## src/include/adr_pkg.sv

```systemverilog
// Purpose: Shared constants and types for the amplifier control register bank
// Assumes: Byte-wide registers behind a two-wire serial control port
// Notes: Offsets are 7-bit register addresses within a page
package adr_pkg;
  // ----------------------------------------------------------------
  // Register addresses
  // ----------------------------------------------------------------
  localparam logic [6:0] OFS_PAGE_SEL = 7'h00;
  localparam logic [6:0] OFS_OUT_CFG = 7'h02;
  localparam logic [6:0] OFS_STATE_CTL = 7'h03;
  localparam logic [6:0] OFS_PAGE_INC = 7'h0F;
  localparam logic [6:0] OFS_FRAME_CFG = 7'h28;
  localparam logic [6:0] OFS_BOOK_SEL = 7'h7F;
  localparam logic [6:0] PAGE_END = 7'h7F;
  localparam logic [6:0] PAGE_WRAP_START = 7'h08;
  // ----------------------------------------------------------------
  // Reset values
  // ----------------------------------------------------------------
  localparam logic [7:0] RST_OUT_CFG = 8'h00;
  localparam logic [7:0] RST_STATE_CTL = 8'h10;
  localparam logic [7:0] RST_PAGE_INC = 8'h00;
  localparam logic [7:0] RST_FRAME_CFG = 8'h00;
  localparam logic [7:0] GAIN_FULL = 8'hFF;
  // ----------------------------------------------------------------
  // Field positions
  // ----------------------------------------------------------------
  localparam int FSW_LSB = 4;
  localparam int BRIDGE_BIT = 2;
  localparam int MOD_LSB = 0;
  localparam int HOLD_BIT = 4;
  localparam int MUTE_BIT = 3;
  localparam int PSTATE_LSB = 0;
  localparam int WRAP_DIS_BIT = 3;
  localparam int BCLK_LSB = 4;
  localparam int FS_LSB = 0;
  // ----------------------------------------------------------------
  // Timing
  // ----------------------------------------------------------------
  localparam int CLK_PERIOD_NS = 50;
  localparam int RAMP_STEP_NS = 1000;
  localparam int RAMP_STEP_CYC = (RAMP_STEP_NS + CLK_PERIOD_NS - 1) / CLK_PERIOD_NS;
  localparam logic [7:0] RAMP_LAST = 8'(RAMP_STEP_CYC - 1);
  // ----------------------------------------------------------------
  // Types
  // ----------------------------------------------------------------
  typedef enum logic [1:0] {
    PWR_DEEP_SLEEP = 2'b00, PWR_SLEEP = 2'b01, PWR_HIZ = 2'b10, PWR_PLAY = 2'b11
  } adr_power_t;
  typedef enum logic [1:0] {
    MOD_BD = 2'b00, MOD_SINGLE_SIDE = 2'b01, MOD_HYBRID = 2'b10, MOD_RSVD = 2'b11
  } adr_mod_t;
  typedef enum logic [6:0] {
    ST_IDLE = 7'b000_0001, ST_ADDR = 7'b000_0010, ST_AACK = 7'b000_0100,
    ST_RXD = 7'b000_1000, ST_DACK = 7'b001_0000, ST_TXD = 7'b010_0000,
    ST_TACK = 7'b100_0000
  } adr_state_t;
  typedef struct packed {
    logic [7:0] out_cfg;
    logic [7:0] state_ctl;
    logic [7:0] page_inc;
    logic [7:0] frame_cfg;
  } adr_regs_t;
  typedef struct packed {
    logic [7:0] book;
    logic [7:0] page;
    logic [6:0] ofs;
  } adr_ptr_t;
endpackage

```

## src/hw/adr_ctrl_regs.sv

```systemverilog
// Purpose: Control port register bank of a stereo class-D amplifier
// Assumes: SCL and SDA inputs synchronous to CLK, CLK far faster than SCL
// Notes: Registers live in book 0 page 0; other pages read as zero except the page select at offset 0 and, on page 0 of any book, the book select at 0x7F
//
// Behaviour
// - Switching-frequency field selects 768, 384, 480 or 576 kHz; rest reserved.
// - Bridge bit: 0 bridge-tied load, 1 parallel bridge load.
// - Modulation field: 00 BD, 01 single-side pulse, 10 hybrid.
// - Processor hold resets to 1; clearing it starts processor power-up.
// - Power field: 00 deep sleep, 01 sleep, 10 high-Z, 11 play.
// - Non-zero book, wrap enabled: page end continues at next page address 8.
// - Non-zero book, wrap disabled: page end returns to address 0 same page.
// - Sample-rate code 0 selects auto, six codes fixed 8 to 96 kHz rates; rest reserved.
// - State control resets to 0x10, other three registers to 0x00.
`timescale 1ns/1ps
`default_nettype none
module adr_ctrl_regs
  import adr_pkg::*;
#(
  parameter logic [6:0] DEV_ADDR = 7'h2A
) (
  input wire logic CLK,
  input wire logic RESET,
  input wire logic SCL,
  input wire logic SDA_IN,
  output logic SDA_OUT,
  output logic SDA_OE,
  output logic [9:0] SW_FREQ_KHZ,
  output logic SW_FREQ_VALID,
  output logic BRIDGE_PARALLEL,
  output adr_mod_t MOD_SCHEME,
  output logic PROCESSOR_HOLD,
  output logic DSP_START,
  output logic MUTE_REQ,
  output logic [7:0] VOLUME_GAIN,
  output logic MUTE_DONE,
  output adr_power_t POWER_STATE,
  output logic [9:0] BITCLOCK_RATIO_FS,
  output logic BITCLOCK_VALID,
  output logic SAMPLE_RATE_AUTO,
  output logic [9:0] SAMPLE_RATE_KHZ10,
  output logic SAMPLE_RATE_VALID
);
  // ----------------------------------------------------------------
  // Line edge and frame condition detect
  // ----------------------------------------------------------------
  logic scl_ff, sda_ff;
  wire scl_rise = SCL & ~scl_ff;
  wire scl_fall = ~SCL & scl_ff;
  wire start_cond = SCL & scl_ff & sda_ff & ~SDA_IN;
  wire stop_cond = SCL & scl_ff & ~sda_ff & SDA_IN;

  adr_state_t state_ff, nxt_state;
  logic [7:0] shift_ff, nxt_shift;
  logic [3:0] bitcnt_ff, nxt_bitcnt;
  logic first_ff, nxt_first, rw_ff, nxt_rw, ack_ff, nxt_ack;
  logic wr_en, ptr_load, adv;
  adr_ptr_t ptr_ff, nxt_ptr;
  adr_regs_t regs_ff;

  // ----------------------------------------------------------------
  // Address decode and read mux
  // ----------------------------------------------------------------
  wire in_base = (ptr_ff.book == 8'h00) && (ptr_ff.page == 8'h00);
  wire sel_page = ptr_ff.ofs == OFS_PAGE_SEL;
  wire sel_book = (ptr_ff.page == 8'h00) && (ptr_ff.ofs == OFS_BOOK_SEL);
  wire sel_out = in_base && (ptr_ff.ofs == OFS_OUT_CFG);
  wire sel_state = in_base && (ptr_ff.ofs == OFS_STATE_CTL);
  wire sel_inc = in_base && (ptr_ff.ofs == OFS_PAGE_INC);
  wire sel_frame = in_base && (ptr_ff.ofs == OFS_FRAME_CFG);
  wire wrap_dis = regs_ff.page_inc[WRAP_DIS_BIT];
  wire [7:0] rd_data = sel_page ? ptr_ff.page :
                       sel_book ? ptr_ff.book :
                       sel_out ? regs_ff.out_cfg :
                       sel_state ? regs_ff.state_ctl :
                       sel_inc ? regs_ff.page_inc :
                       sel_frame ? regs_ff.frame_cfg : 8'h00;

  // Open drain: only ever pulls low
  assign SDA_OUT = 1'b0;
  assign SDA_OE = (state_ff == ST_AACK) || (state_ff == ST_DACK) ||
                  ((state_ff == ST_TXD) && ~shift_ff[7]);

  // ----------------------------------------------------------------
  // Serial protocol engine
  // ----------------------------------------------------------------
  always_comb begin
    nxt_state = state_ff;
    nxt_shift = shift_ff;
    nxt_bitcnt = bitcnt_ff;
    nxt_first = first_ff;
    nxt_rw = rw_ff;
    nxt_ack = ack_ff;
    wr_en = 1'b0;
    ptr_load = 1'b0;
    adv = 1'b0;
    if (start_cond) begin
      nxt_state = ST_ADDR;
      nxt_bitcnt = 4'h0;
      nxt_first = 1'b1;
    end else if (stop_cond) begin
      nxt_state = ST_IDLE;
    end else begin
      case (state_ff)
        ST_ADDR, ST_RXD: begin
          if (scl_rise) begin
            nxt_shift = {shift_ff[6:0], SDA_IN};
            nxt_bitcnt = bitcnt_ff + 4'h1;
          end else if (scl_fall && bitcnt_ff == 4'h8) begin
            if (state_ff == ST_ADDR) begin
              nxt_rw = shift_ff[0];
              nxt_state = (shift_ff[7:1] == DEV_ADDR) ? ST_AACK : ST_IDLE;
            end else begin
              nxt_state = ST_DACK;
              ptr_load = first_ff;
              wr_en = ~first_ff;
              nxt_first = 1'b0;
            end
          end
        end
        ST_AACK: begin
          if (scl_fall) begin
            nxt_state = rw_ff ? ST_TXD : ST_RXD;
            nxt_shift = rw_ff ? rd_data : shift_ff;
            nxt_bitcnt = 4'h0;
          end
        end
        ST_DACK: begin
          if (scl_fall) begin
            nxt_state = ST_RXD;
            nxt_bitcnt = 4'h0;
          end
        end
        ST_TXD: begin
          if (scl_rise) begin
            nxt_bitcnt = bitcnt_ff + 4'h1;
          end else if (scl_fall) begin
            if (bitcnt_ff == 4'h8) begin
              nxt_state = ST_TACK;
              adv = 1'b1;
            end else begin
              nxt_shift = {shift_ff[6:0], 1'b0};
            end
          end
        end
        ST_TACK: begin
          if (scl_rise) begin
            nxt_ack = ~SDA_IN;
          end else if (scl_fall) begin
            nxt_state = ack_ff ? ST_TXD : ST_IDLE;
            nxt_shift = rd_data;
            nxt_bitcnt = 4'h0;
          end
        end
        ST_IDLE: begin
          nxt_state = ST_IDLE;
        end
        default: begin
          nxt_state = ST_IDLE;
        end
      endcase
    end
  end

  // ----------------------------------------------------------------
  // Book, page and address pointer
  // ----------------------------------------------------------------
  always_comb begin
    nxt_ptr = ptr_ff;
    if (ptr_load) begin
      nxt_ptr.ofs = shift_ff[6:0];
    end else begin
      if (wr_en && sel_page) begin
        nxt_ptr.page = shift_ff;
      end
      if (wr_en && sel_book) begin
        nxt_ptr.book = shift_ff;
      end
      if (wr_en || adv) begin
        if (nxt_ptr.ofs == PAGE_END) begin
          if (nxt_ptr.book != 8'h00 && !wrap_dis) begin
            nxt_ptr.page = nxt_ptr.page + 8'h01;
            nxt_ptr.ofs = PAGE_WRAP_START;
          end else begin
            nxt_ptr.ofs = 7'h00;
          end
        end else begin
          nxt_ptr.ofs = nxt_ptr.ofs + 7'h01;
        end
      end
    end
  end

  always_ff @(posedge CLK or posedge RESET) begin
    if (RESET) begin
      scl_ff <= 1'b1;
      sda_ff <= 1'b1;
      state_ff <= ST_IDLE;
      shift_ff <= 8'h00;
      bitcnt_ff <= 4'h0;
      first_ff <= 1'b0;
      rw_ff <= 1'b0;
      ack_ff <= 1'b0;
      ptr_ff <= '0;
    end else begin
      scl_ff <= SCL;
      sda_ff <= SDA_IN;
      state_ff <= nxt_state;
      shift_ff <= nxt_shift;
      bitcnt_ff <= nxt_bitcnt;
      first_ff <= nxt_first;
      rw_ff <= nxt_rw;
      ack_ff <= nxt_ack;
      ptr_ff <= nxt_ptr;
    end
  end

  // ----------------------------------------------------------------
  // Register file
  // ----------------------------------------------------------------
  // Reset values
  always_ff @(posedge CLK or posedge RESET) begin
    if (RESET) begin
      regs_ff <= '{RST_OUT_CFG, RST_STATE_CTL, RST_PAGE_INC, RST_FRAME_CFG};
    end else if (wr_en) begin
      if (sel_out) regs_ff.out_cfg <= shift_ff;
      if (sel_state) regs_ff.state_ctl <= shift_ff;
      if (sel_inc) regs_ff.page_inc <= shift_ff;
      if (sel_frame) regs_ff.frame_cfg <= shift_ff;
    end
  end

  // ----------------------------------------------------------------
  // Field decode
  // ----------------------------------------------------------------
  wire [2:0] fsw = regs_ff.out_cfg[FSW_LSB +: 3];
  wire [3:0] bclk = regs_ff.frame_cfg[BCLK_LSB +: 4];
  wire [3:0] fs = regs_ff.frame_cfg[FS_LSB +: 4];
  wire hold = regs_ff.state_ctl[HOLD_BIT];
  logic [9:0] nxt_sw_khz, nxt_bclk_fs, nxt_fs_khz10;
  logic hold_ff;

  always_comb begin
    case (fsw)
      3'b000: nxt_sw_khz = 10'd768;
      3'b001: nxt_sw_khz = 10'd384;
      3'b011: nxt_sw_khz = 10'd480;
      3'b100: nxt_sw_khz = 10'd576;
      default: nxt_sw_khz = 10'd0;
    endcase
    case (bclk)
      4'b0011: nxt_bclk_fs = 10'd32;
      4'b0101: nxt_bclk_fs = 10'd64;
      4'b0111: nxt_bclk_fs = 10'd128;
      4'b1001: nxt_bclk_fs = 10'd256;
      4'b1011: nxt_bclk_fs = 10'd512;
      default: nxt_bclk_fs = 10'd0;
    endcase
    // Fixed sample rate, tenths of kHz; shared code taken as 96k
    case (fs)
      4'b0010: nxt_fs_khz10 = 10'd80;
      4'b0100: nxt_fs_khz10 = 10'd160;
      4'b0110: nxt_fs_khz10 = 10'd320;
      4'b1000: nxt_fs_khz10 = 10'd441;
      4'b1001: nxt_fs_khz10 = 10'd480;
      4'b1011: nxt_fs_khz10 = 10'd960;
      default: nxt_fs_khz10 = 10'd0;
    endcase
  end

  always_ff @(posedge CLK or posedge RESET) begin
    if (RESET) begin
      SW_FREQ_KHZ <= 10'd768;
      SW_FREQ_VALID <= 1'b1;
      BRIDGE_PARALLEL <= 1'b0;
      MOD_SCHEME <= MOD_BD;
      PROCESSOR_HOLD <= 1'b1;
      hold_ff <= 1'b1;
      DSP_START <= 1'b0;
      MUTE_REQ <= 1'b0;
      POWER_STATE <= PWR_DEEP_SLEEP;
      BITCLOCK_RATIO_FS <= 10'd0;
      BITCLOCK_VALID <= 1'b0;
      SAMPLE_RATE_AUTO <= 1'b1;
      SAMPLE_RATE_KHZ10 <= 10'd0;
      SAMPLE_RATE_VALID <= 1'b0;
    end else begin
      SW_FREQ_KHZ <= nxt_sw_khz;
      SW_FREQ_VALID <= nxt_sw_khz != 10'd0;
      BRIDGE_PARALLEL <= regs_ff.out_cfg[BRIDGE_BIT];
      MOD_SCHEME <= adr_mod_t'(regs_ff.out_cfg[MOD_LSB +: 2]);
      PROCESSOR_HOLD <= hold;
      hold_ff <= hold;
      DSP_START <= hold_ff & ~hold;
      MUTE_REQ <= regs_ff.state_ctl[MUTE_BIT];
      POWER_STATE <= adr_power_t'(regs_ff.state_ctl[PSTATE_LSB +: 2]);
      BITCLOCK_RATIO_FS <= nxt_bclk_fs;
      BITCLOCK_VALID <= nxt_bclk_fs != 10'd0;
      SAMPLE_RATE_AUTO <= fs == 4'b0000;
      SAMPLE_RATE_KHZ10 <= nxt_fs_khz10;
      SAMPLE_RATE_VALID <= nxt_fs_khz10 != 10'd0;
    end
  end

  // ----------------------------------------------------------------
  // Soft mute gain ramp
  // ----------------------------------------------------------------
  logic [7:0] step_ff;
  wire step_tick = step_ff == RAMP_LAST;
  wire mute_bit = regs_ff.state_ctl[MUTE_BIT];
  assign MUTE_DONE = VOLUME_GAIN == 8'h00;

  always_ff @(posedge CLK or posedge RESET) begin
    if (RESET) begin
      step_ff <= 8'h00;
      VOLUME_GAIN <= GAIN_FULL;
    end else begin
      step_ff <= step_tick ? 8'h00 : step_ff + 8'h01;
      if (step_tick && mute_bit && VOLUME_GAIN != 8'h00) begin
        VOLUME_GAIN <= VOLUME_GAIN - 8'h01;
      end else if (step_tick && !mute_bit && VOLUME_GAIN != GAIN_FULL) begin
        VOLUME_GAIN <= VOLUME_GAIN + 8'h01;
      end
    end
  end
endmodule
`default_nettype wire

```

## config.mk

```make
export PLATFORM = sky130hd
export DESIGN_NAME = adr_ctrl_regs
export DESIGN_NICKNAME = d
export VERILOG_FILES = /design/src/include/adr_pkg.sv /design/src/hw/adr_ctrl_regs.sv
export SDC_FILE = /design/constraint.sdc
export NUM_CORES = 1
export LEC_CHECK = 0
export ABC_AREA = 1
export BUFFER_PORTS_ARGS = -buffer_cell sky130_fd_sc_hd__buf_2
export CORE_MARGIN = 3
export CORE_UTILIZATION = 65
export DETAILED_ROUTE_END_ITERATION = 12
export PLACE_DENSITY_LB_ADDON = 0.15
export SLEW_MARGIN = 10
export SYNTH_ARGS = -nofsm -noshare
export SYNTH_HDL_FRONTEND = slang
export SYNTH_SLANG_ARGS = --single-unit
```

## constraint.sdc

```tcl
create_clock -name CLK -period 6.7 [get_ports CLK]
set_input_delay 0.67 -clock CLK [delete_from_list [all_inputs] [get_ports CLK]]
set_output_delay 0.67 -clock CLK [all_outputs]
set_load 0.05 [all_outputs]
```

## Yosys cells after proc, flatten, opt, wreduce, memory -nomap -nowiden

Index checks and enable logic that the tools add are counted.

| word-level totals | value |
|---|---|
| register bits after elaboration | 137 |
| word-level logic and storage cells | 232 |
| input port bits | 4 |
| output and inout bits | 53 |

| cells by class | value |
|---|---|
| bitwise operators | 18 |
| eq/ne operators | 51 |
| reductions and logical operators | 50 |
| multiplexer cells | 77 |
| add/sub/neg operators | 6 |

Operator list:

| cell | count |
|---|---|
| 8-bit two-way mux | 23 |
| 7-bit two-way mux | 13 |
| 10-bit one-hot mux with 6 select lines | 1 |
| 10-bit one-hot mux with 5 select lines | 1 |
| 10-bit one-hot mux with 4 select lines | 1 |
| 7-bit one-hot mux with 5 select lines | 1 |
| 4-bit inequality test (second input constant) | 8 |
| 8-bit one-hot mux with 4 select lines | 1 |
| 10-bit nonzero test | 3 |
| 8-bit by 1-bit adder with 8-bit output (second input constant) | 3 |
| 4-bit == test (second input constant) | 6 |
| 8-bit logical NOT | 3 |
| 1-bit two-way mux | 24 |
| 4-bit two-way mux | 6 |
| 7-bit by 2-bit == test with 1-bit output (second input constant) | 3 |
| 7-bit by 6-bit == test with 1-bit output (second input constant) | 3 |
| 2-bit inequality test (second input constant) | 10 |
| 4-bit by 3-bit == test with 1-bit output (second input constant) | 4 |
| 8-bit nonzero test | 2 |
| 1-bit logical AND | 15 |
| 15-bit two-way mux | 1 |
| 7-bit by 4-bit == test with 1-bit output (second input constant) | 2 |
| 7-bit == test (second input constant) | 2 |
| 6-bit two-way mux | 2 |
| other kinds (35) | 64 |

## Longest topological paths before layout

Gate-level depths: netlist of run 1.

| logic depth | value |
|---|---|
| word-level depth | 17 |
| gate-level depth with buffers | 17 |
| mapped depth without buffers | 17 |

## Worst setup path after synthesis of run 1

No wires, ideal clock.

| path | value |
|---|---|
| path kind | reg2reg |
| from | reg VOLUME_GAIN[1] |
| to | reg VOLUME_GAIN[7] |
| cell stages (with the launch flop) | 18 |
| arrival | 2.690 ns |
| period minus slack after synthesis | 2.751 ns |
| library setup time | 0.061 ns |
| slack | 3.949 ns |
| required time | 6.639 ns |
| buffers on the path | 0 |
| path through | dfstp_2 > nor4_1 > nand2_1 > inv_1 > nor2_1 > nand2_1 > inv_1 > ha_1 > a21oi_1 > nand2_1 > a21oi_1 > o21bai_1 > nand2_1 > nand2_1 > a21oi_1 > xor2_1 > nand2_1 > nand2_1 |

| between the ends | value |
|---|---|
| longest elaborated chain between the ends | 3 |
| elaborated cells on any way between the ends | 9 |
| those cells by class | 2 x add/sub; 1 x eq/ne; 2 x mux; 4 x reduce/logical |

RTL lines:

| item | line | RTL |
|---|---|---|
| start: declaration | adr_ctrl_regs.sv:35 | `output logic [7:0] VOLUME_GAIN,` |
| start signal: assignment | adr_ctrl_regs.sv:320 | `VOLUME_GAIN <= VOLUME_GAIN - 8'h01;` |
| start signal: assignment | adr_ctrl_regs.sv:322 | `VOLUME_GAIN <= VOLUME_GAIN + 8'h01;` |
| 8-bit by 1-bit adder with 8-bit output (tied with other cells) | adr_ctrl_regs.sv:322 |  |
| 8-bit two-way mux (tied with other cells) | adr_ctrl_regs.sv:321 | `end else if (step_tick && !mute_bit && VOLUME_GAIN != GAIN_FULL) begin` |
| 8-bit two-way mux or 2-bit nonzero test (tied branches) | -- |  |

Parallel ways exist; a longest one is shown, timed or not. The select of a mux whose other input is x is not followed.
A chain may end at the register's enable or synchronous reset.

## Final worst setup path of run 1

| path | value |
|---|---|
| from | reg step_ff[0] |
| to | reg VOLUME_GAIN[7] |

| between the ends | value |
|---|---|
| longest elaborated chain between the ends | 4 |
| elaborated cells on any way between the ends | 7 |
| those cells by class | 1 x eq/ne; 1 x mux; 5 x reduce/logical |

RTL lines:

| item | line | RTL |
|---|---|---|
| start: declaration | adr_ctrl_regs.sv:308 | `logic [7:0] step_ff;` |
| start signal: assignment | adr_ctrl_regs.sv:318 | `step_ff <= step_tick ? 8'h00 : step_ff + 8'h01;` |
| 8-bit by 5-bit == test with 1-bit output (*) | adr_ctrl_regs.sv:309 | `wire step_tick = step_ff == RAMP_LAST;` |
| 1-bit logical AND (on tied branches) (2 in series) | adr_ctrl_regs.sv:319, adr_ctrl_regs.sv:321 |  |
| 8-bit two-way mux or 2-bit nonzero test (tied branches) | -- |  |

Every way passes the cells marked *; elsewhere a longest branch is shown, timed or not.

==> reports/qor.txt, run 1 <==
Status - complete, no violations
GRT Total Usage - 29.37%
Count leader, synth - nand2_1
I/O pin cnt - 57
CORE AREA - 9819 µm²
Fmax - 319.4 MHz
Post-CTS resize count - 0
RR Endpoint - VOLUME_GAIN[7]$_DFFE_PP1P_
Slew @ Worst Pin - 975.6 ps
R2R cell count - 16
Final Non-Filler Cells - 1014
DR DRC count - 0
CTS buffer count - 17
Sequential cell area - 3124 µm²
Die height - 106.7 µm
First-pass GRT wire length - 26140 µm
Core Rows - 36
Area of the multi-input gates - 2810 µm²
Clock-pin slew on the worst setup and hold paths - 60 ps
R2r setup slk - 3570 ps
H-Tree Depth - 4
Longest Clk Path Bufs - 2
Synthesis-stage register bit count - 124
Skew final - 9.928 ps
Cell Int Power - 1.383 mW
Flop pwr share - 42.6%
Final Cycle Share - 46.73%
CP Cell Sequence - ha_1, nand3_1, nor4_2, nand2_1, inv_1, ha_1, a21oi_1, nand2_1, a21oi_1, o21bai_1, nand2_1, nand2_1, a21oi_1, xor2_1, nand2_1, nand2_1
Chip Width - 106.7 µm
Synth Cell Area - 6590 µm²
Critical path arrival - 3600 ps
# placed instances - 982
Worst reg2reg startpoint - step_ff[0]$_DFF_PP0_
Drt pass-1 iters - 5
Routed WL - 15720 µm
RSZ-0062 raised after global routing - no
Setup bufs post-CTS - 0
Initial core utilization - 67.11%
Area delta synth->final - 13.29%
Sw Ratio - 24.13%
Fin crit period - 3131 ps
Most numerous cell on the critical path - nand2_1
Cell taking the most area after synthesis - dfrtp_1
CP Class - flip-flop to flip-flop
DP HPWL - 10560 µm
Max Cap Viol - 0
Setup_tns - 0 ps
Vias in the first global route - 5456
Final setup fails - 0
Startpoint types - flip-flop
PortBufs - 43
CP peak stage delay - 540 ps
Slew HR - 34.96%
Global placement routability congestion - 0.8955
Clock share of power - 52.1%
Number of fill cells - 721
WL/cell - 15.50 µm
Critical path fanouts, max - 7
Post-synthesis cell count - 819
Comb power frac - 5.4%
P_leak - 3.827 nW
Max Slew Vio Count - 0
Top cells by area, synth - dfrtp_1, nand2_1, inv_1
Layout cells sized above 1 - 14.98%
Crit. Startpoint - step_ff[0]$_DFF_PP0_
CP bufs+invs - 1
Skew-Pair Late Insertion Delay - 530 ps
Initial antenna violation count - 0
Full die area - 11380 µm²
Sequential area share after synthesis - 47.41%
Async SR Flop Fraction - 100.0%
# nets final - 886
Syn_area_per_cell - 8.046 µm²
Antenna Cells - 0
Sink Count - 124
Critical path required time - 7170 ps
Synth Flop Type - dfrtp_1
Most instantiated cells after synthesis - nand2_1, inv_1, dfrtp_1
Final ANT Viol Nets - 0
Initial DRC count - 622
Hold Crit Class - input pin to async pin
Synth cell types - 44
Critical path's top delay family - simple AND/OR/NAND/NOR gates
Peak VDD IR - 0.1449 mV
Final count of hold timing violations - 0
Crit. End Element - flip-flop
Worst path slowest cell - nor4_2
Largest net degree at the start of global routing - 79
Sw Pwr - 0.4397 mW
DR vias - 5621
Cell Pwr Density - 244.1 nW/µm²
Total gr overflow - 0
Via density - 5.543
EDFF count, synth - 0
CTS Hold Bufs - 0
Synth top area share - 40.63%
Synth warnings - 0
CTS tree - yes
Root buffer cell - clkbuf_8
[registers in the layout, indices dropped and copies added, names as in the netlist, 7 cells and up]
name and count:
state_ff 7, shift_ff 8, regs_ff 19, VOLUME_GAIN 8, ptr_ff 23, SAMPLE_RATE_KHZ10 7
step_ff 8
[how the worst max path moves through the flow]
stage                                          end  slack (ps)  cells after the start
global route            VOLUME_GAIN[7]$_DFFE_PP1P_        3240                     16
global placement        VOLUME_GAIN[7]$_DFFE_PP1P_        3940                     16
detailed placement      VOLUME_GAIN[7]$_DFFE_PP1P_        3670                     16
CTS                     VOLUME_GAIN[7]$_DFFE_PP1P_        3590                     16
floorplan           BITCLOCK_RATIO_FS[5]$_DFF_PP0_        2760                      1
finish                  VOLUME_GAIN[7]$_DFFE_PP1P_        3570                     16
[placed cells by master, fill, tap and decap left out, types with 16 or more instances in the layout]
master,instances
nand2_1,189
inv_1,130
dfrtp_1,107
nor2_1,72
o21ai_0,56
buf_2,43
nand3_1,38
a21oi_1,27
nand4_1,21
dfstp_2,17
clkbuf_16,16
[layout make-up]
class	instances	share of cell area (%)
multi-input combinational	540	37.64
tap	133	2.229
clock inverter	14	2.581
timing repair buffer	44	2.983
clock buffer	18	5.597
inverter	141	7.123
sequential	124	41.85
[cells by family (layout without fill, tap and decap cells)]
logic type | after synthesis | in the layout | share of synthesized area (%)
and+or+nand+nor | 365 | 365 | 25.40
DFF | 124 | 124 | 47.41
buffers and inverters | 167 | 217 | 10.63
xor gates and xnor gates | 18 | 18 | 2.392
other | 1 | 13 | 0.05690
adders and majority gates | 14 | 14 | 2.772
AOI/OAI and AO/OA | 130 | 130 | 11.33
[power groups by stage]
stage	Clock (mW)	Combinational (mW)	Sequential [mW]
finish	0.949	0.0977	0.776
global route	0.992	0.107	0.777
CTS	0.953	0.0973	0.775
detailed placement	0	0.0961	0.788
global placement	0	0.0947	0.787
floorplan	0	0.0720	0.785
[layer usage]
layer | global-route usage, % | vias up | wire, µm
li1 | - | 2695 | -
met1 | 38.92 | 2637 | 6483
met2 | 47.03 | 240 | 7569
met3 | 6.803 | 49 | 1203
met4 | 11.78 | 0 | 460
met5 | 0 | - | 0
[metrics by stage]
step	hold WS [ps]	util [%]	power [mW]	setup slack [ps]	cell area (µm²)
2_1_floorplan	367.4	-	0.8571	2759	6635
3_3_place_gp	375.8	69.81	0.8822	3938	6855
3_5_place_dp	380.7	69.81	0.8844	3674	6855
4_1_cts	219.3	76.03	1.826	3589	7466
5_1_grt	245.8	76.03	1.876	3238	7466
6_report	194.1	76.03	1.823	3569	7466
[worst register-to-register path: stages (launching register included)]
cell      delay (ps)
dfrtp_1          380
ha_1             200
nand3_1          130
nor4_2           540
nand2_1          200
inv_1            210
ha_1             310
a21oi_1          150
nand2_1          100
a21oi_1          180
o21bai_1         100
nand2_1           80
nand2_1           50
a21oi_1          150
xor2_1           160
nand2_1           60
nand2_1           70
Power figures use the tool's default switching activity.
==> inputs of run 2 (changes only) <==
--- a/config.mk
+++ b/config.mk
@@ -8,7 +8,7 @@
 export ABC_AREA = 1
 export BUFFER_PORTS_ARGS = -buffer_cell sky130_fd_sc_hd__buf_2
 export CORE_MARGIN = 3
-export CORE_UTILIZATION = 65
+export CORE_UTILIZATION = 54
 export DETAILED_ROUTE_END_ITERATION = 12
 export PLACE_DENSITY_LB_ADDON = 0.15
 export SLEW_MARGIN = 10
==> constraint.sdc (replaced) <==
create_clock -name CLK -period 2.6 [get_ports CLK]
set_input_delay 0.26 -clock CLK [delete_from_list [all_inputs] [get_ports CLK]]
set_output_delay 0.26 -clock CLK [all_outputs]
set_load 0.05 [all_outputs]
==> run 2 against run 1 <==
Highest routed layer unchanged. Via count decreased by 1.4%. Critical path depth is 1 higher. Clock power increased by 140%. Worst hold slack better by 190 ps. Combinational power grew to 2.8 times the previous value. Largest power group unchanged. Clock skew shrank 2.2 ps. Register-to-register slack lost 3400 ps. Die area up 19%. Sequential power rose to 2.6 times the previous value. Sequential share of layout area shrank 1.4 points.
==> reports/qor.txt, run 2 (same netlist as run 1, synthesis figures left out) <==
Critical path required time - 2970 ps (was 7170 ps)
Routed WL - 15270 µm (was 15720 µm)
Initial DRC count - 371 (was 622)
Fin crit period - 2478 ps (was 3131 ps)
Number of flip-flops in the largest register - 23 (unchanged)
Max Slew Vio Count - 0 (unchanged)
P_leak - 3.906 nW (was 3.827 nW)
Hold path cells - 0
Skew-Pair Late Insertion Delay - 430 ps (was 530 ps)
Longest Clk Path Bufs - 2 (unchanged)
I/O pin cnt - 57 (unchanged)
Hold endpoint - hold_ff$_DFF_PP1_
Final setup fails - 0 (unchanged)
CTS tree - yes (unchanged)
R2R cell count - 17 (was 16)
Area after DPL - 6997 µm² (was 6855 µm²)
Total gr overflow - 0 (unchanged)
Die height - 116.5 µm (was 106.7 µm)
Root buffer cell - clkbuf_16 (was clkbuf_8)
Final count of hold timing violations - 0 (unchanged)
Max Cap Viol - 0 (unchanged)
Drt pass-1 iters - 4 (was 5)
RSZ-0062 raised after global routing - yes (was no)
# nets final - 906 (was 886)
Routed wl met2 - 7271 µm (was 7569 µm)
Critical path fanouts, max - 5 (was 7)
CORE AREA - 11660 µm² (was 9819 µm²)
WHS - 386.2 ps (was 194.1 ps)
Final Cycle Share - 95.32% (was 46.73%)
RR Endpoint - VOLUME_GAIN[7]$_DFFE_PP1P_ (unchanged)
Full die area - 13570 µm² (was 11380 µm²)
Global placement routability congestion - 0.8935 (was 0.8955)
CTS buffer count - 17 (unchanged)
DP HPWL - 10890 µm (was 10560 µm)
Max Used Layer - met4 (unchanged)
Core Rows - 39 (was 36)
Top reg by flops - ptr_ff (unchanged)
Chip Width - 116.5 µm (was 106.7 µm)
CP Class - flip-flop to flip-flop (unchanged)
WL/cell - 14.62 µm (was 15.50 µm)
Startpoint types - flip-flop (unchanged)
GRT Total Usage - 24.00% (was 29.37%)
Layout cells sized above 1 - 18.09% (was 14.98%)
Hold Crit Class - flip-flop to flip-flop (was input pin to async pin)
Slew HR - 56.64% (was 34.96%)
Most frequent cells in the layout - nand2_1, inv_1, dfrtp_1 (unchanged)
Regs by FF count - ptr_ff (23), regs_ff (19) (unchanged)
H-Tree Depth - 4 (unchanged)
PortBufs - 43 (unchanged)
Hold path start - hold$_DFFE_PP1P_
Crit. End Element - flip-flop (unchanged)
Most common cell after layout, fill and taps aside - nand2_1 (unchanged)
Status - complete, no violations (unchanged)
Cell Pwr Density - 588.1 nW/µm² (was 244.1 nW/µm²)
Final ANT Viol Nets - 0 (unchanged)
Worst reg2reg startpoint - VOLUME_GAIN[6]$_DFFE_PP1P_ (was step_ff[0]$_DFF_PP0_)
Routed met1 length - 6848 µm (was 6483 µm)
Clock-pin slew on the worst setup and hold paths - 60 ps (about the same)
Fmax - 403.5 MHz (was 319.4 MHz)
Peak VDD IR - 0.4154 mV (was 0.1449 mV)
Via density - 5.307 (was 5.543)
Slew @ Worst Pin - 649.1 ps (was 975.6 ps)
Sink Count - 124 (unchanged)
Area delta synth->final - 17.35% (was 13.29%)
Antenna Cells - 0 (unchanged)
Skew final - 7.682 ps (was 9.928 ps)
Initial antenna violation count - 0 (unchanged)
R2r setup slk - 120 ps (was 3570 ps)
Critical path arrival - 2850 ps (was 3600 ps)
Final Instance Area - 7734 µm² (was 7466 µm²)
DR DRC count - 0 (unchanged)
First-pass GRT wire length - 25040 µm (was 26140 µm)
DR vias - 5540 (was 5621)
Vias in the first global route - 5293 (was 5456)
Initial core utilization - 56.51% (was 67.11%)
Largest net degree at the start of global routing - 42 (was 79)
Met3 wire len - 818 µm (was 1203 µm)
-- run 2: cell count changes in the layout (fill, tap and decap cells not counted), sizes merged, moves of 2 or more --
cell         delta
dlygate4sd3     +3
inv             -4
bufinv          -2
clkbuf          +3
clkinvlp        +2
buf            +17
-- run 2: timing repair --
item,CTS,global route
endpoints found under the hold margin,21,0
hold buffers,3,0
resized for setup,2,17
setup endpoints to repair,2,6
pin swaps,0,7
buffers inserted,1,6
-- run 2: power by group --
part           switching [mW]  total (mW)  leakage (nW)  internal, mW
logic                   0.219       0.269          2.05        0.0501
registers              0.0328        2.00          1.58          1.97
clock network           0.852        2.28         0.273          1.43
total                    1.10        4.55          3.91          3.44
-- run 2: layout make-up --
type	instances	area (µm²)
Timing Repair Buffer	64	409.1
Inverter	141	539.3
Fill cell	957	3929
Tap cell	143	178.9
Multi-Input combinational cell	540	2904
Clock buffer	21	450.4
Sequential cell	124	3132
Clock inverter	11	120.1
-- run 2: how the worst max path moves through the flow --
stage                     slack [ps]                       start                          to  cells after the start
after floorplan                 -140  VOLUME_GAIN[6]$_DFFE_PP1P_  VOLUME_GAIN[7]$_DFFE_PP1P_                     17
after global placement            70  VOLUME_GAIN[1]$_DFFE_PP1P_  VOLUME_GAIN[7]$_DFFE_PP1P_                     17
after detailed placement         -60  VOLUME_GAIN[1]$_DFFE_PP1P_  VOLUME_GAIN[7]$_DFFE_PP1P_                     17
after CTS                         30  VOLUME_GAIN[0]$_DFFE_PP1P_  VOLUME_GAIN[7]$_DFFE_PP1P_                     17
after global routing            -110        step_ff[0]$_DFF_PP0_  VOLUME_GAIN[7]$_DFFE_PP1P_                     16
final                            120  VOLUME_GAIN[6]$_DFFE_PP1P_  VOLUME_GAIN[7]$_DFFE_PP1P_                     17
-- run 2: layer usage --
layer / vias up / global-route usage [%]
li1: 2732 / -
met1: 2619 / 30.63
met2: 158 / 37.95
met3: 31 / 6.943
met4: 0 / 10.90
met5: - / 0
-- run 2: worst max-delay path, cell delays in order (launching register included) --
cell and delay, ps:
dfstp_2 390, nor4_1 360, nand2_2 130, clkinvlp_4 90, nor2_2 40, nand2_2 90, inv_4 60, ha_4 230
a21oi_2 150, nand2_2 80, a21oi_2 120, o21bai_1 80, nand2_1 110, nand2_1 70, a21oi_2 140, xor2_1 150
nand2_1 60, nand2_1 80
-- run 2: metrics by stage --
stage / setup TNS (ps) / utilization (%) / std cells / setup WS [ps] / power [mW]
floorplan: -141.9 / - / 831 / -141.9 / 2.209
global placement: 0 / 59.99 / 1002 / 69.17 / 2.288
detailed placement: -75.85 / 59.99 / 1002 / -62.00 / 2.293
CTS: 0 / 65.34 / 1038 / 33.59 / 4.576
global route: -132.3 / 66.31 / 1044 / -109.0 / 4.702
finish: 0 / 66.31 / 1044 / 121.6 / 4.548
==> inputs of run 3 (changes only) <==
--- a/config.mk
+++ b/config.mk
@@ -10,7 +10,7 @@
 export CORE_MARGIN = 3
 export CORE_UTILIZATION = 54
 export DETAILED_ROUTE_END_ITERATION = 12
-export PLACE_DENSITY_LB_ADDON = 0.15
+export PLACE_DENSITY = 0.85
 export SLEW_MARGIN = 10
 export SYNTH_ARGS = -nofsm -noshare
 export SYNTH_HDL_FRONTEND = slang
==> run 3 against run 2 <==
The run now ends with negative setup slack left. Via count grew 2.9%. Cell area grew 0.97%. Sequential share of layout area is 0.37 points lower. Flip-flop and latch count unchanged. Global-route usage hardly changed. Setup slack got worse by 140 ps. Register-to-register slack got worse by 140 ps. Non-clock buffer count grew 6. Clock skew grew 3.6 ps. Worst hold slack gained 0.93 ps. Utilization increased by 0.64 points. Combinational power shrank 4%. Largest power group unchanged.
==> reports/qor.txt, run 3 (same netlist as run 1, synthesis figures left out) <==
Status - finished with violations (was complete, no violations)
Failing checks - negative setup slack
CTS tree - yes (unchanged)
Fmax - 382.0 MHz (was 403.5 MHz)
R2R cell count - 17 (unchanged)
CTS buffer count - 17 (unchanged)
Cell Pwr Density - 598.5 nW/µm² (was 588.1 nW/µm²)
Flop pwr share - 42.8% (was 44.0%)
Most numerous cell on the critical path - nand2_1 (unchanged)
CP bufs+invs - 2 (unchanged)
Final Util - 66.96% (was 66.31%)
Clock-pin slew on the worst setup and hold paths - 60 ps (about the same)
Critical path required time - 2960 ps (was 2970 ps)
Hold path start - hold$_DFFE_PP1P_ (unchanged)
Slew HR - 54.46% (was 56.64%)
Vias in the first global route - 5232 (was 5293)
Sw Pwr - 1.053 mW (was 1.104 mW)
Drt pass-1 iters - 5 (was 4)
First-pass GRT wire length - 25140 µm (was 25040 µm)
Largest net degree at the start of global routing - 57 (was 42)
# nets final - 912 (was 906)
Routed WL - 15420 µm (was 15270 µm)
Peak VDD IR - 0.3761 mV (was 0.4154 mV)
Clock share of power - 51.6% (was 50.1%)
Max Cap Viol - 0 (unchanged)
Cell Int Power - 3.621 mW (was 3.445 mW)
I/O pin cnt - 57 (unchanged)
Critical path fanouts, max - 4 (was 5)
GRT Total Usage - 24.02% (was 24.00%)
Final Cycle Share - 100.7% (was 95.32%)
WL/cell - 14.69 µm (was 14.62 µm)
Skew final - 11.27 ps (was 7.682 ps)
Antenna Cells - 0 (unchanged)
R2r setup slk - -20 ps (was 120 ps)
Hold Crit Class - flip-flop to flip-flop (unchanged)
Total gr overflow - 0 (unchanged)
Area delta synth->final - 18.49% (was 17.35%)
DR vias - 5701 (was 5540)
Longest Clk Path Bufs - 2 (unchanged)
CORE AREA - 11660 µm² (unchanged)
Full die area - 13570 µm² (unchanged)
H-Tree Depth - 4 (unchanged)
Initial core utilization - 56.51% (unchanged)
PortBufs - 43 (unchanged)
RSZ-0062 raised after global routing - yes (unchanged)
CP Cell Sequence - nor4_2, nand2_1, clkinvlp_4, nor2_1, nand2_1, inv_2, ha_4, a21oi_2, nand2_1, a21oi_2, o21bai_1, nand2_1, nand2_2, a21oi_4, xor2_2, nand2_1, nand2_1 (was nor4_1, nand2_2, clkinvlp_4, nor2_2, nand2_2, inv_4, ha_4, a21oi_2, nand2_2, a21oi_2, o21bai_1, nand2_1, nand2_1, a21oi_2, xor2_1, nand2_1, nand2_1)
Most common cell after layout, fill and taps aside - nand2_1 (unchanged)
Final count of hold timing violations - 0 (unchanged)
Sw Ratio - 22.53% (was 24.26%)
Final worst setup slack - -17.47 ps (was 121.6 ps)
Global placement routability congestion - 0.9206 (was 0.8935)
Crit. End Element - flip-flop (unchanged)
Hold endpoint - hold_ff$_DFF_PP1_ (unchanged)
Fin crit period - 2617 ps (was 2478 ps)
Die height - 116.5 µm (unchanged)
Hold path cells - 0 (unchanged)
Layout cells sized above 1 - 18.19% (was 18.09%)
Initial DRC count - 625 (was 371)
Most frequent cells in the layout - nand2_1, inv_1, dfrtp_1 (unchanged)
Max Slew Vio Count - 0 (unchanged)
Worst reg2reg startpoint - VOLUME_GAIN[1]$_DFFE_PP1P_ (was VOLUME_GAIN[6]$_DFFE_PP1P_)
Chip Width - 116.5 µm (unchanged)
Final ANT Viol Nets - 0 (unchanged)
Critical path arrival - 2970 ps (was 2850 ps)
Top reg by flops - ptr_ff (unchanged)
Skew-Pair Late Insertion Delay - 420 ps (was 430 ps)
Via density - 5.430 (was 5.307)
Number of flip-flops in the largest register - 23 (unchanged)
Setup_tns - -17.47 ps (was 0 ps)
DR DRC count - 0 (unchanged)
Worst path slowest cell - dfstp_4 (was dfstp_2)
Regs by FF count - ptr_ff (23), regs_ff (19) (unchanged)
Sink Count - 124 (unchanged)
Core Rows - 39 (unchanged)
Critical path's top delay family - simple AND/OR/NAND/NOR gates (unchanged)
Root buffer cell - clkbuf_16 (unchanged)
P_leak - 3.954 nW (was 3.906 nW)
DP HPWL - 10100 µm (was 10890 µm)
Startpoint types - flip-flop (unchanged)
Cell count along the critical path - 17 (unchanged)
Final setup fails - 1 (was 0)
Initial antenna violation count - 0 (unchanged)
RR Endpoint - VOLUME_GAIN[7]$_DFFE_PP1P_ (unchanged)
Slew @ Worst Pin - 681.6 ps (was 649.1 ps)
CP Class - flip-flop to flip-flop (unchanged)
CP peak stage delay - 460 ps (was 390 ps)
Comb power frac - 5.5% (was 5.9%)
## run 3: stage by stage
| stage | instances | cell area, µm² | worst slack (ps) | power [mW] | hold slack (ps) |
|---|---|---|---|---|---|
| 2_1_floorplan | 831 | 6666 | -141.9 | 2.209 | 264.5 |
| 3_3_place_gp | 1002 | 6997 | 122.5 | 2.278 | 379.9 |
| 3_5_place_dp | 1002 | 6997 | 24.67 | 2.282 | 378.4 |
| 4_1_cts | 1044 | 7730 | -24.07 | 4.700 | 386.5 |
| 5_1_grt | 1050 | 7809 | -152.4 | 4.818 | 390.9 |
| 6_report | 1050 | 7809 | -17.47 | 4.673 | 387.1 |
## run 3: how the worst max path moves through the flow
stage | startpoint | to | slack [ps]
5_1_grt | step_ff[1]$_DFF_PP0_ | VOLUME_GAIN[7]$_DFFE_PP1P_ | -150
3_3_place_gp | VOLUME_GAIN[1]$_DFFE_PP1P_ | VOLUME_GAIN[7]$_DFFE_PP1P_ | 120
2_1_floorplan | VOLUME_GAIN[6]$_DFFE_PP1P_ | VOLUME_GAIN[7]$_DFFE_PP1P_ | -140
3_5_place_dp | VOLUME_GAIN[1]$_DFFE_PP1P_ | VOLUME_GAIN[7]$_DFFE_PP1P_ | 20
4_1_cts | VOLUME_GAIN[1]$_DFFE_PP1P_ | VOLUME_GAIN[7]$_DFFE_PP1P_ | -20
6_report | VOLUME_GAIN[1]$_DFFE_PP1P_ | VOLUME_GAIN[7]$_DFFE_PP1P_ | -20
## run 3: power groups by stage
stage                     clock [mW]  sequential [mW]  combinational (mW)
after floorplan                    0             2.02               0.186
after global placement             0             2.03               0.249
after detailed placement           0             2.03               0.252
final                           2.41             2.00               0.259
after global routing            2.53             2.00               0.282
after CTS                       2.44             2.00               0.258
## run 3: cell type report
type	count	area, µm²
inverter	141	536.8
timing repair buffer	70	454.2
clock buffer	26	499.2
sequential	124	3133
multi-input combinational	540	2899
tap	143	178.9
fill	892	3854
clock inverter	6	107.6
## run 3: repair_timing
| item | CTS | global route |
|---|---|---|
| endpoints found under the hold margin | 25 | 0 |
| gates resized for setup | 7 | 8 |
| setup buffers | 7 | 6 |
| endpoints found under the setup margin | 1 | 7 |
| gates cloned | 0 | 0 |
| hold buffers | 3 | 0 |
| pin swaps | 5 | 11 |
## run 3: routing by layer
metal / routed length, µm / GRT usage (%) / share of wire [%] / vias to the layer above
li1: - / - / - / 2764
met1: 6475 / 30.96 / 42 / 2667
met2: 7596 / 38.67 / 49 / 224
met3: 922 / 5.907 / 6.0 / 46
met4: 426 / 10.44 / 2.8 / 0
met5: 0 / 0 / 0 / -
## run 3: worst register-to-register path, stage by stage, from the launching register on
cell and delay (ps):
dfstp_4 460, nor4_2 280, nand2_1 140, clkinvlp_4 100, nor2_1 40, nand2_1 90
inv_2 80, ha_4 260, a21oi_2 140, nand2_1 90, a21oi_2 120, o21bai_1 100
nand2_1 110, nand2_2 80, a21oi_4 170, xor2_2 160, nand2_1 70, nand2_1 70
